`src/hw/lrc_pkg.sv`:
```
/*
  lrc_pkg: constants and carrier types for the lcd ram addressing
  command decoder. assumes nothing beyond a systemverilog compiler.
*/
package lrc_pkg;

  // ---------------------------------------------------------------
  // command encodings
  // ---------------------------------------------------------------
  localparam logic [3:0] OP_PAGE      = 4'hb;
  localparam logic [3:0] OP_COL_HI    = 4'h1;
  localparam logic [3:0] OP_COL_LO    = 4'h0;
  localparam logic [7:0] OP_MR_SET    = 8'he0;
  localparam logic [7:0] OP_MR_CLR    = 8'hee;
  localparam logic [6:0] OP_DISP      = 7'h57;
  localparam logic [5:0] OP_START     = 6'h10;
  localparam logic [5:0] OP_FIRSTROW  = 6'h11;
  localparam logic [5:0] OP_PARTIAL   = 6'h12;

  // ---------------------------------------------------------------
  // field positions, limits and reset values
  // ---------------------------------------------------------------
  localparam int         COL_HI_POS   = 4;
  localparam logic [7:0] COL_LAST     = 8'h9f;
  localparam logic [3:0] PAGE_RST     = 4'h0;
  localparam logic [7:0] COL_RST      = 8'h00;
  localparam logic [6:0] LINE_RST     = 7'h00;
  localparam logic [7:0] PART_RST     = 8'h00;

  // ---------------------------------------------------------------
  // types
  // ---------------------------------------------------------------
  typedef enum logic [1:0] {
    LRC_ST_IDLE  = 2'b00,
    LRC_ST_START = 2'b01,
    LRC_ST_ROW   = 2'b10,
    LRC_ST_PART  = 2'b11
  } lrc_state_t;

  typedef struct packed {
    logic       wr;
    logic       rd;
    logic       cmd_data_select;
    logic [7:0] host_data_bus;
  } lrc_host_t;

  typedef struct packed {
    logic [3:0] page_field;
    logic [7:0] column_field;
  } lrc_addr_t;

  typedef struct packed {
    logic       display_on_bit;
    logic [6:0] start_line_field;
    logic [6:0] first_row_field;
    logic [7:0] partial_field;
  } lrc_disp_t;

endpackage

```
`src/hw/lrc_decoder.sv`:
```
/*
  lrc_decoder: instruction decoder for page, column, modify-read,
  display on/off and the two-byte line/row/partial commands.
  assumes host strobes are one-cycle pulses synchronous to clk, and
  that the busy flag comes from the rest of the controller.
*/
`timescale 1ns/1ps
// Summary of operation
// - upper nibble 1011 loads page pointer 0-15
// - page command never reaches page 16
// - page change leaves display state alone
// - nibble 0001 loads column high bits
// - nibble 0000 loads column low bits
// - each ram write, and each read outside modify-read, bumps column by one
// - page plus column address the ram
// - e0 enters modify-read; reads hold column
// - ee leaves modify-read, restores column
// - display off overrides entire-on and reverse
// - commands still run while display off
// - 010000xx then byte sets start line
// - start line maps to first panel row
// - 010001xx then byte sets first row
// - first row shifts window, ram untouched
// - 010010xx starts partial line selection
// - busy rejects every instruction
// - column wraps to zero after last
module lrc_decoder
  import lrc_pkg::*;
(
  // clock and reset
  input  wire logic      clk,
  input  wire logic      srst,
  input  wire logic      clk_en,
  // host side
  input  wire lrc_host_t host,
  input  wire logic      busy,
  // panel modifiers
  input  wire logic      entire_on,
  input  wire logic      reverse_on,
  // results
  output lrc_addr_t      ram_addr,
  output lrc_disp_t      disp_cfg,
  output logic           modify_read_on,
  output logic           panel_blank,
  output logic           panel_all_on,
  output logic           panel_invert
);

  // ---------------------------------------------------------------
  // decode
  // ---------------------------------------------------------------
  lrc_state_t st_q, st_d;
  logic [3:0] page_q;
  logic [7:0] col_q, col_d, col_save_q;
  logic       mr_q, don_q;
  logic [6:0] start_q, row_q;
  logic [7:0] part_q;

  wire ok      = clk_en && !busy;
  wire cmd_wr  = ok && host.wr && !host.cmd_data_select;
  wire dat_wr  = ok && host.wr && host.cmd_data_select;
  wire dat_rd  = ok && host.rd && host.cmd_data_select;
  wire [7:0] b = host.host_data_bus;
  wire is_par  = cmd_wr && (st_q != LRC_ST_IDLE);
  wire is_one  = cmd_wr && (st_q == LRC_ST_IDLE);
  wire do_page = is_one && b[7:4] == OP_PAGE;
  wire do_chi  = is_one && b[7:4] == OP_COL_HI;
  wire do_clo  = is_one && b[7:4] == OP_COL_LO;
  wire do_mrs  = is_one && b == OP_MR_SET;
  wire do_mrc  = is_one && b == OP_MR_CLR;
  wire do_disp = is_one && b[7:1] == OP_DISP;
  wire bump    = dat_wr || (dat_rd && !mr_q);
  wire [7:0] col_inc = (col_q >= COL_LAST) ? 8'h00
                                           : col_q + 8'h01;

  always_comb begin
    col_d = col_q;
    if (do_chi) begin
      col_d = {b[3:0], col_q[3:0]};
    end else if (do_clo) begin
      col_d = {col_q[7:4], b[3:0]};
    end else if (do_mrc && mr_q) begin
      col_d = col_save_q;
    end else if (bump) begin
      col_d = col_inc;
    end
  end

  always_comb begin
    st_d = st_q;
    if (is_par) begin
      st_d = LRC_ST_IDLE;
    end else if (is_one) begin
      case (b[7:2])
        OP_START:    st_d = LRC_ST_START;
        OP_FIRSTROW: st_d = LRC_ST_ROW;
        OP_PARTIAL:  st_d = LRC_ST_PART;
        default:     st_d = LRC_ST_IDLE;
      endcase
    end
  end

  // ---------------------------------------------------------------
  // state
  // ---------------------------------------------------------------
  always_ff @(posedge clk) begin
    if (srst) begin
      st_q <= LRC_ST_IDLE;
      col_q <= COL_RST;
    end else if (clk_en) begin
      st_q <= st_d;
      col_q <= col_d;
    end
  end

  // page has 4 bits, so 16 is unreachable from here
  always_ff @(posedge clk) begin
    if (srst) begin
      page_q <= PAGE_RST;
    end else if (do_page) begin
      page_q <= b[3:0];
    end
  end

  always_ff @(posedge clk) begin
    if (srst) begin
      mr_q       <= 1'b0;
      col_save_q <= COL_RST;
    end else if (do_mrs) begin
      mr_q       <= 1'b1;
      col_save_q <= col_q;
    end else if (do_mrc) begin
      mr_q       <= 1'b0;
    end
  end

  always_ff @(posedge clk) begin
    if (srst) begin
      don_q <= 1'b0;
    end else if (do_disp) begin
      don_q <= b[0];
    end
  end

  always_ff @(posedge clk) begin
    if (srst) begin
      start_q <= LINE_RST;
      row_q   <= LINE_RST;
      part_q  <= PART_RST;
    end else if (is_par) begin
      case (st_q)
        LRC_ST_START: start_q <= b[6:0];
        LRC_ST_ROW:   row_q   <= b[6:0];
        LRC_ST_PART:  part_q  <= b;
        default:      part_q  <= part_q;
      endcase
    end
  end

  // ---------------------------------------------------------------
  // outputs
  // ---------------------------------------------------------------
  assign ram_addr.page_field   = page_q;
  assign ram_addr.column_field = col_q;
  assign disp_cfg.display_on_bit   = don_q;
  assign disp_cfg.start_line_field = start_q;
  assign disp_cfg.first_row_field  = row_q;
  assign disp_cfg.partial_field    = part_q;
  assign modify_read_on = mr_q;
  assign panel_blank  = !don_q;
  assign panel_all_on = don_q && entire_on;
  assign panel_invert = don_q && reverse_on;

endmodule // lrc_decoder

```
`config.mk`:
```
export PLATFORM = sky130hd
export DESIGN_NAME = lrc_decoder
export DESIGN_NICKNAME = d
export VERILOG_FILES = /design/src/hw/lrc_pkg.sv /design/src/hw/lrc_decoder.sv
export SDC_FILE = /design/constraint.sdc
export NUM_CORES = 1
export LEC_CHECK = 0
export ABC_AREA = 1
export BUFFER_PORTS_ARGS = -buffer_cell sky130_fd_sc_hd__buf_2
export CORE_ASPECT_RATIO = 0.7
export CORE_MARGIN = 2
export CORE_UTILIZATION = 57
export DETAILED_ROUTE_END_ITERATION = 10
export PLACE_DENSITY_LB_ADDON = 0.12
export SLEW_MARGIN = 20
export SYNTH_ARGS = -nofsm -noshare
export SYNTH_HDL_FRONTEND = slang
export SYNTH_SLANG_ARGS = --single-unit
```
`constraint.sdc`:
```
create_clock -name clk -period 4.25 [get_ports clk]
set_clock_uncertainty 0.05 [all_clocks]
set_input_delay 0.85 -clock clk [delete_from_list [all_inputs] [get_ports clk]]
set_output_delay 0.85 -clock clk [all_outputs]
set_load 0.02 [all_outputs]
```
== Word level (Yosys, flattened, before mapping) ==
Cells that the tools add are included.

* Register bits: 46
* Bits of input ports: 17
* Output and inout bits: 39
* Word-level logic and storage cells: 71

* $add $sub $neg: 1
* Order comparisons: 1
* Equal/unequal tests: 12
* Mux-type cells: 10
* Bitwise logic cells: 1
* Reduce and logical (&&, ||, !) cells: 36

{| class="wikitable"
|+ Operators by type and width
! cell !! count
|-
| 2-to-1 mux 8 bit || 5
|-
| equality test 6 x 5 -> 1 bit (second input constant) || 3
|-
| logical AND 1 bit || 18
|-
| equality test 8 bit (second input constant) || 2
|-
| adder 8 x 1 -> 8 bit (second input constant) || 1
|-
| greater-or-equal comparator 8 bit (second input constant) || 1
|-
| AND reduction 2 bit || 4
|-
| equality test 7 bit (second input constant) || 1
|-
| one-hot mux 2 bit (3 select lines) || 1
|-
| AND reduction 3 bit || 2
|-
| nonzero test 2 bit || 3
|-
| nonzero test 3 bit || 2
|-
| equality test 2 bit (second input constant) || 2
|-
| equality test 4 x 1 -> 1 bit (second input constant) || 1
|-
| equality test 4 bit (second input constant) || 1
|-
| zero test 1 bit || 4
|-
| zero test 4 bit || 1
|-
| 2-to-1 mux 2 bit || 2
|-
| equality test 2 x 1 -> 1 bit (second input constant) || 1
|-
| zero test 2 bit || 1
|-
| 2-to-1 mux 1 bit || 2
|-
| != test 2 bit (second input constant) || 1
|-
| logical OR 1 bit || 1
|-
| inverter 1 bit || 1
|}

== Logic depth before layout (Yosys ltp) ==
Gate-level depths: netlist of the first run.

* Depth after elaboration: 10
* Gate-level depth with buffers: 10
* Depth with buffers taken out: 10

== Least setup slack after synthesis of the first run ==
No wires, ideal clock.

* Path type: in2reg
* Start: input clk_en
* End: register part_q[6]
* Setup time: 119 ps
* Arrival: 1,768 ps
* Data required time: 4,081 ps
* Setup slack: 2,313 ps
* Stages: 8
* Path buffers: 1
* Cells stage by stage: inv_1 > nor2_2 > nand2_2 > inv_2 > nand3_2 > buf_2 > o21ai_0 > a21oi_1

* Word-level cells in the longest chain between the ends: 5

{| class="wikitable"
|+ Ends and longest elaborated chain
! what !! RTL line !! RTL
|-
| from (decl) || lrc_decoder.sv:33 || <nowiki>input wire logic clk_en,</nowiki>
|-
| logical AND 1 bit || lrc_decoder.sv:59 || <nowiki>wire ok = clk_en && !busy;</nowiki>
|-
| logical AND 1 bit (2 in series) || lrc_decoder.sv:60 || <nowiki>wire cmd_wr = ok && host.wr && !host.cmd_data_select;</nowiki>
|-
| logical AND 1 bit || lrc_decoder.sv:64 || <nowiki>wire is_par = cmd_wr && (st_q != LRC_ST_IDLE);</nowiki>
|-
| AND reduction 2 bit (no line) || n/a ||
|-
| to (signal assigned) || lrc_decoder.sv:155 || <nowiki>default: part_q <= part_q;</nowiki>
|-
| to (decl) || lrc_decoder.sv:57 || <nowiki>logic [7:0] part_q;</nowiki>
|}

Every way passes these cells.
A chain may end at the register's enable or synchronous reset.

== Final worst setup path of the first run ==
* Start: input busy
* End: register col_q[5]

* Word-level cells in the longest chain between the ends: 10
* Elaborated cells on any way between the ends: 20
* Those cells by class: 1 x eq/ne; 3 x mux; 16 x reduce/logical

{| class="wikitable"
|+ Ends and longest elaborated chain
! what !! RTL line !! RTL
|-
| from (decl) || lrc_decoder.sv:36 || <nowiki>input wire logic busy,</nowiki>
|-
| zero test 1 bit * || lrc_decoder.sv:59 ||
|-
| logical AND 1 bit * || lrc_decoder.sv:59 ||
|-
| logical AND 1 bit || lrc_decoder.sv:60, lrc_decoder.sv:61 ||
|-
| logical AND 1 bit || lrc_decoder.sv:60 ||
|-
| logical AND 1 bit || lrc_decoder.sv:65 || <nowiki>wire is_one = cmd_wr && (st_q == LRC_ST_IDLE);</nowiki>
|-
| logical AND 1 bit || lrc_decoder.sv:70 || <nowiki>wire do_mrc = is_one && b == OP_MR_CLR;</nowiki>
|-
| logical AND 1 bit || lrc_decoder.sv:82 || <nowiki>end else if (do_mrc && mr_q) begin</nowiki>
|-
| 2-to-1 mux 8 bit || lrc_decoder.sv:82 ||
|-
| 2-to-1 mux 8 bit || lrc_decoder.sv:80 || <nowiki>end else if (do_clo) begin</nowiki>
|-
| 2-to-1 mux 8 bit || lrc_decoder.sv:78 || <nowiki>if (do_chi) begin</nowiki>
|-
| to (signal assigned) || lrc_decoder.sv:112 || <nowiki>col_q <= col_d;</nowiki>
|-
| to (decl) || lrc_decoder.sv:54 || <nowiki>logic [7:0] col_q, col_d, col_save_q;</nowiki>
|}

Mark *: on every way between the ends. The rest lies on a longest branch, timed or not. The select of a mux whose other input is x is not followed.

==> results.yml, run 1 <==
logic_synthesis:
  synth_top_cells_by_area: "dfxtp_1 40%, a21oi_1 9.9%, o21ai_0 8.6%, inv_1 8.1%, nand2_1 6.9%"
  synth-seq-cells: 46
  yosys.area.top_type: "dfxtp_1"
  ys_seq_area_share_pct: 40.5
  synth_area_um2: 2270
  syn_avg_cell_area_um2: 7.09
  synth_warnings: 0
  post_synth_num_cell_types: 27
  syn_nets: 339
  synth.top_cell.area_share_pct: 40.5
  synthCells: 321
min_path:
  whs_path_depth: 2
  holdPathEnd: "part_q[0]"
  hold_path_class: "register to register"
  hp-start: "part_q[0]"
finish:
  drive_gt1_share_pct: 22.8
  final_core_util_pct: 68.3
  diodes: 0
  nets: 390
  syn_to_final_growth_pct: 16.3
  instances_no_fill: 425
route:
  ant_nets: 0
  routedLengthMet1_mm: 2.78
  drc: 0
  drtPass1Iterations: 4
  postRouteWirelength_mm: 5.47
  vias_per_cell: 5.36
  wl_met2_mm: 2.16
  wl_met3_um: 480
  num_vias: 2279
  wl_per_cell_um: 12.9
  drtIter0Drc: 243
  top_layer: "met4"
timing:
  period_share_pct: 50.1
  fmax_mhz: 470
  setup_viol: 0
  grt_setup_unrepaired: "no"
  drv_slew: 0
  finalSetupTns_ps: 0
  relSlewSlack_pct: 46.7
  tightest_slew_ps: 798
  layout_setup_ws_ps: 2120
  hold_viol: 0
  period_minus_slack_ps: 2130
grt:
  globalRouteTotalUtil_pct: 26.0
  grt_remaining_overflow: 0
  grt_max_degree: 35
  grt_first_pass_wirelength_mm: 9.20
  grt_pass1_vias: 1889
  antenna_found_initial: 0
clock_network:
  path_clk_slew_ps: 80
  cts_buffer_depth: 2
  postCtsSetupBuffers: 0
  cts_buffers: 5
  h-tree-depth: 2
  cts_resized: 0
  tritoncts: "built"
  hold_buffers: 0
  clock_latency_ps: 290
  cts.sinks: 46
  root_buffer: "clkbuf_8"
floorplanning:
  design.die.area_um2: 4520
  io_pins: 56
  core_um2: 3870
  num_rows: 19
  die_width_um: 79.5
  chipHeight_um: 56.9
  initial_core_util_pct: 58.7
flow_run:
  max_cap_viol_count: 0
place:
  dpl.hpwl_mm: 3.99
  place_congestion: 0.865
  pre_cts_slack_ps: 1830
  place_inst: 417
  io_buffers: 55
critical_path:
  critPathMaxStageDelay_ps: 290
  end_kind: "register"
  crit_chain: "buf_2 > nor2_2 > nand2_2 > nor2_4 > nand3_2 > nand2_1 > o21ai_0 > inv_1 > a21oi_1"
  worstSetupPathType: "input pin to register"
  r2r_setup_slack_ps: 2470
  slowest_stage: "nand2_1"
  rr_worst_depth: 8
  crit_path_max_fanout: 12
  startpoint_type: "input pin"
  cp.required_ps: 4390
  timing.rr.end: "col_q[5]"
  critPathArrivalTime_ps: 2270
  reg2reg_from: "st_q[0]"
outcome:
  outcome: "complete, no violations"
pwr:
  fin_total_pwr_uw: 780
  powerDensity_nw_per_um2: 295
  power_leakage_nw: 1.23
  ir_worst_vdd_mv: 0.255
[per-layer routing]
layer	vias to the layer above	GRT usage, %
met2	105	33.9
met3	10	5.31
met4	0	5.17
met1	1008	43.0
li1	1156	-
met5	-	0
[cell families after synthesis]
logic type | after synthesis | synth area share, %
AOI/OAI and AO/OA | 94 | 21.5
adders and majority gates | 1 | 0.550
buffers and inverters | 64 | 11.4
DFF | 46 | 40.5
and+or+nand+nor | 116 | 26.1
[cell type report]
cell class / instances / area [um^2]
fillers: 347 / 1230
flip-flops and latches: 46 / 921
multi-input cells: 211 / 1090
well taps: 52 / 65.1
clock inverters: 1 / 5.00
repair buffers: 55 / 275
inverters: 53 / 199
clock buffers: 7 / 86.3
[cells in the mapped netlist]
master and n:
o21ai_0 39, buf_6 1, nor2_2 7, nand3b_1 5, clkbuf_1 4, a21oi_1 45
o21ai_1 4, nand3_4 1, buf_4 2, nor3_1 2, nand3_1 31, nand3_2 3
ha_1 1, nor3_4 1, inv_2 4, nand4_1 4, nand2_2 3, nand2_1 42
a211oi_1 1, o21a_1 3, nor2_1 14, dfxtp_1 46, inv_1 49, a21oi_2 2
buf_2 4, nor2_4 2, nor4_1 1
[how the worst max path moves through the flow]
stage	startpoint	slack, ps	cells after the start	end
CTS	busy	2140	9	col_q[5]
detailed placement	busy	1830	9	col_q[5]
global route	host[2]	2030	6	col_save_q[1]
floorplan	clk_en	2310	8	part_q[6]
global placement	busy	1820	9	col_q[5]
finish	busy	2120	9	col_q[5]
[cell usage in the layout, fill, tap and decap left out]
| cell type | Yosys | layout |
|---|---|---|
| a211oi_1 | 1 | 1 |
| a21oi_1 | 45 | 45 |
| a21oi_2 | 2 | 2 |
| buf_2 | 4 | 55 |
| clkbuf_1 | 4 | 1 |
| clkbuf_8 | 0 | 6 |
| clkinv_2 | 0 | 1 |
| dfxtp_1 | 46 | 46 |
| ha_1 | 1 | 1 |
| inv_1 | 49 | 49 |
| inv_2 | 4 | 4 |
| nand2_1 | 42 | 42 |
| nand2_2 | 3 | 3 |
| nand3_1 | 31 | 31 |
| nand3_2 | 3 | 3 |
| nand3_4 | 1 | 1 |
| nand3b_1 | 5 | 5 |
| nand4_1 | 4 | 4 |
| nor2_1 | 14 | 14 |
| nor2_2 | 7 | 7 |
| nor2_4 | 2 | 2 |
| nor3_1 | 2 | 2 |
| nor3_4 | 1 | 1 |
| nor4_1 | 1 | 1 |
| o21a_1 | 3 | 3 |
| o21ai_0 | 39 | 39 |
| o21ai_1 | 4 | 4 |
[sequential cells by signal, indices dropped and copies added (netlist names)]
| name | count |
|---|---|
| col_q | 8 |
| col_save_q | 8 |
| don_q | 1 |
| modify_read_on | 1 |
| page_q | 4 |
| part_q | 8 |
| row_q | 7 |
| st_q | 2 |
| start_q | 7 |
[worst max-delay path: cells and delay by family]
kind,cells,cell delay [ps]
AOI/OAI and AO/OA,2,240
buffers and inverters,2,190
and+or+nand+nor,5,990
[report_power, final]
| group | switching [mW] | internal [mW] |
|---|---|---|
| combinational | 0.0476 | 0.0221 |
| clock | 0.140 | 0.131 |
| sequential | 0.00533 | 0.434 |
| total | 0.193 | 0.588 |
[stage by stage]
step	hold slack, ps	area [um^2]
after floorplan	388	2270
after global placement	379	2550
after detailed placement	386	2550
after CTS	397	2650
after global routing	417	2650
final	393	2650
Power figures use the tool's default switching activity.
==> run 2, diff against run 1 <==
--- a/config.mk
+++ b/config.mk
@@ -5,11 +5,11 @@
 export SDC_FILE = /design/constraint.sdc
 export NUM_CORES = 1
 export LEC_CHECK = 0
-export ABC_AREA = 1
+export ABC_AREA = 0
 export BUFFER_PORTS_ARGS = -buffer_cell sky130_fd_sc_hd__buf_2
 export CORE_ASPECT_RATIO = 0.7
 export CORE_MARGIN = 2
-export CORE_UTILIZATION = 57
+export CORE_UTILIZATION = 47
 export DETAILED_ROUTE_END_ITERATION = 10
 export PLACE_DENSITY_LB_ADDON = 0.12
 export SLEW_MARGIN = 20
==> constraint.sdc (replaced) <==
create_clock -name clk -period 1.9 [get_ports clk]
set_clock_uncertainty 0.05 [all_clocks]
set_input_delay 0.38 -clock clk [delete_from_list [all_inputs] [get_ports clk]]
set_output_delay 0.38 -clock clk [all_outputs]
set_load 0.02 [all_outputs]
==> run 2 against run 1 <==
Against the previous run:
- die area grew 16%
- hold slack got worse by 24 ps
- register-to-register slack got worse by 2400 ps
- highest routed layer unchanged
==> results.yml, run 2 <==
pwr:
  powerDensity_nw_per_um2: 628
  power.internal_mw: 1.45
  swShare_pct: 23.8
  seq_power_share_pct: 51.5
  power_leakage_nw: 1.50
  clock_power_share_pct: 39.0
  combPwrFrac_pct: 9.5
  power_switching_uw: 452
  ir_worst_vdd_mv: 0.420
critical_path:
  end_kind: "register"
  critPathArrivalTime_ps: 2010
  setup.worst_path.start: "st_q[1]"
  reg2reg_from: "st_q[1]"
  startpoint_type: "register"
  cp_num_buf_inv: 1
  timing.rr.end: "col_q[4]"
  crit_path_max_fanout: 8
  slowest_stage: "or4b_1"
  crit_chain: "or4b_1 > nor4_4 > buf_4 > nand2_1 > a21o_1 > a221oi_1"
  crit_family: "simple AND/OR/NAND/NOR gates"
  cp.required_ps: 2060
  rr_worst_depth: 6
  r2r_setup_slack_ps: 40
  critPathMaxStageDelay_ps: 540
  worstSetupPathType: "register to register"
logic_synthesis:
  synthCells: 245
  async_reset_ff_share_pct: 0
  synth_ff_type: "dfxtp_1"
  synth_warnings: 0
  synth_area_um2: 2200
  ys_seq_area_share_pct: 41.9
  synth_top_cells_by_area: "dfxtp_1 42%, mux2i_1 16%, nor2_1 8.5%, clkbuf_1 2.2%, a21oi_1 2.1%"
  synth.top_cell.area_share_pct: 41.9
  post_synth_num_cell_types: 50
  syn_nets: 263
  synth_edf_count: 0
  synth.most_common_cell: "nor2_1"
  syn_avg_cell_area_um2: 8.96
  synth-seq-cells: 46
  yosys.area.top_type: "dfxtp_1"
  synth_common_cells: "50 x nor2_1, 46 x dfxtp_1, 36 x mux2i_1, 13 x clkbuf_1"
grt:
  grt_remaining_overflow: 0
  grt_max_degree: 21
  globalRouteMet3Util_pct: 5.76
  grt_pass1_vias: 1934
  use_met1_pct: 35.8
  met2_usage_pct: 35.2
  antenna_found_initial: 0
  top_usage_layer: "met1"
  grt_first_pass_wirelength_mm: 9.59
  globalRouteTotalUtil_pct: 24.0
route:
  num_vias: 2175
  drc: 0
  vias_per_cell: 5.56
  ant_nets: 0
  wl_per_cell_um: 15.8
  postRouteWirelength_mm: 6.20
  drtIter0Drc: 141
  drtPass1Iterations: 4
place:
  dpl.hpwl_mm: 4.59
  pre_cts_slack_ps: -291
  place_congestion: 0.861
  io_buffers: 55
floorplanning:
  chipHeight_um: 61.2
  core_um2: 4400
  io_pins: 56
  initial_core_util_pct: 49.9
  die_width_um: 85.7
  num_rows: 20
  design.die.area_um2: 5240
timing:
  drv_slew: 0
  period_minus_slack_ps: 1860
  period_share_pct: 97.7
  tightest_slew_ps: 432
  relSlewSlack_pct: 71.1
  layout_setup_ws_ps: 43.6
  hold_viol: 0
  fmax_mhz: 539
  grt_setup_unrepaired: "yes"
  setup_viol: 0
finish:
  nets: 353
  syn_to_final_growth_pct: 37.7
  layout_common_cells: "52 x buf_2, 49 x nor2_1, 44 x dfxtp_1"
  multi_input_area_um2: 1220
  reg.largest.list: "col_q: 8 flops, col_save_q: 8 flops, part_q: 8 flops"
  final_core_util_pct: 68.7
  final_common_cell: "buf_2"
  diodes: 0
  fill_cells: 361
  drive_gt1_share_pct: 36.3
  register_area_um2: 923
clock_network:
  cts_buffers: 5
  h-tree-depth: 2
  cts_buffer_depth: 2
  clock_latency_ps: 300
  root_buffer: "clkbuf_8"
  tritoncts: "built"
  cts.sinks: 46
  path_clk_slew_ps: 90
min_path:
  whs_path_depth: 4
  holdPathEnd: "part_q[4]"
  hold_path_class: "input pin to register"
  hp-start: "host[4]"
flow_run:
  max_cap_viol_count: 0
outcome:
  outcome: "complete, no violations"
[run 2: cell type report]
class / instances / area share [%]
clock buffers: 5 / 2.28
clock inverters: 3 / 1.45
inverters: 6 / 0.745
multi-input cells: 176 / 40.3
flip-flops and latches: 46 / 30.5
repair buffers: 100 / 22.4
well taps: 55 / 2.28
[run 2: power groups by stage]
| stage | clock (mW) | combinational, mW | sequential (mW) |
|---|---|---|---|
| after floorplan | 0 | 0.0784 | 1.01 |
| after global placement | 0 | 0.169 | 1.00 |
| after detailed placement | 0 | 0.171 | 1.00 |
| after CTS | 0.750 | 0.172 | 0.977 |
| after global routing | 0.797 | 0.194 | 0.979 |
| final | 0.740 | 0.181 | 0.977 |
[run 2: worst register-to-register path, delay by kind of cell, from the launching register on]
| kind | cells | cell delay (ps) |
|---|---|---|
| AO/OA/AOI/OAI | 2 | 390 |
| buffers and inverters | 1 | 200 |
| flip-flops | 1 | 350 |
| AND/OR/NAND/NOR | 3 | 780 |
[run 2: what timing repair did]
| action | 4_1_cts | 5_1_grt |
|---|---|---|
| hold buffers | 0 | 0 |
| buffers inserted | 0 | 3 |
| pin swaps | 1 | 1 |
| setup endpoints to repair | 6 | 10 |
| gates resized for setup | 0 | 14 |
[run 2: metrics by stage]
stage	instances	total power, mW	cell area [um^2]	TNS [ps]	hold WS (ps)
final	391	1.90	3020	0	369
after global routing	391	1.97	3020	-26.3	381
after CTS	388	1.90	2950	0	385
after detailed placement	380	1.17	2840	-4420	428
after global placement	380	1.17	2840	-3700	419
after floorplan	245	1.08	2230	-3220	401
[run 2: logic make-up after synthesis]
logic type / after synthesis / share of synthesized area, %
AND/OR/NAND/NOR: 97 / 22.6
flip-flops: 46 / 41.9
multiplexers: 37 / 16.9
AO/OA/AOI/OAI: 36 / 11.3
buffers and inverters: 23 / 4.67
XOR/XNOR: 5 / 1.99
adder cells (fa/ha/maj): 1 / 0.570
[run 2: layer usage]
layer | up-vias | wire length [um]
met1 | 1042 | 3040
met3 | 5 | 494
met4 | 0 | 29
li1 | 1048 | -
met2 | 80 | 2630
met5 | - | 0
[run 2: worst max-delay path by stage]
stage                     cells past startpoint             to  slack (ps)
final                                         6       col_q[4]          40
after global routing                          7  col_save_q[4]         -20
after CTS                                     7  col_save_q[4]          40
after detailed placement                      7       col_q[4]        -290
after global placement                        7       col_q[4]        -240
after floorplan                               6  col_save_q[3]        -340
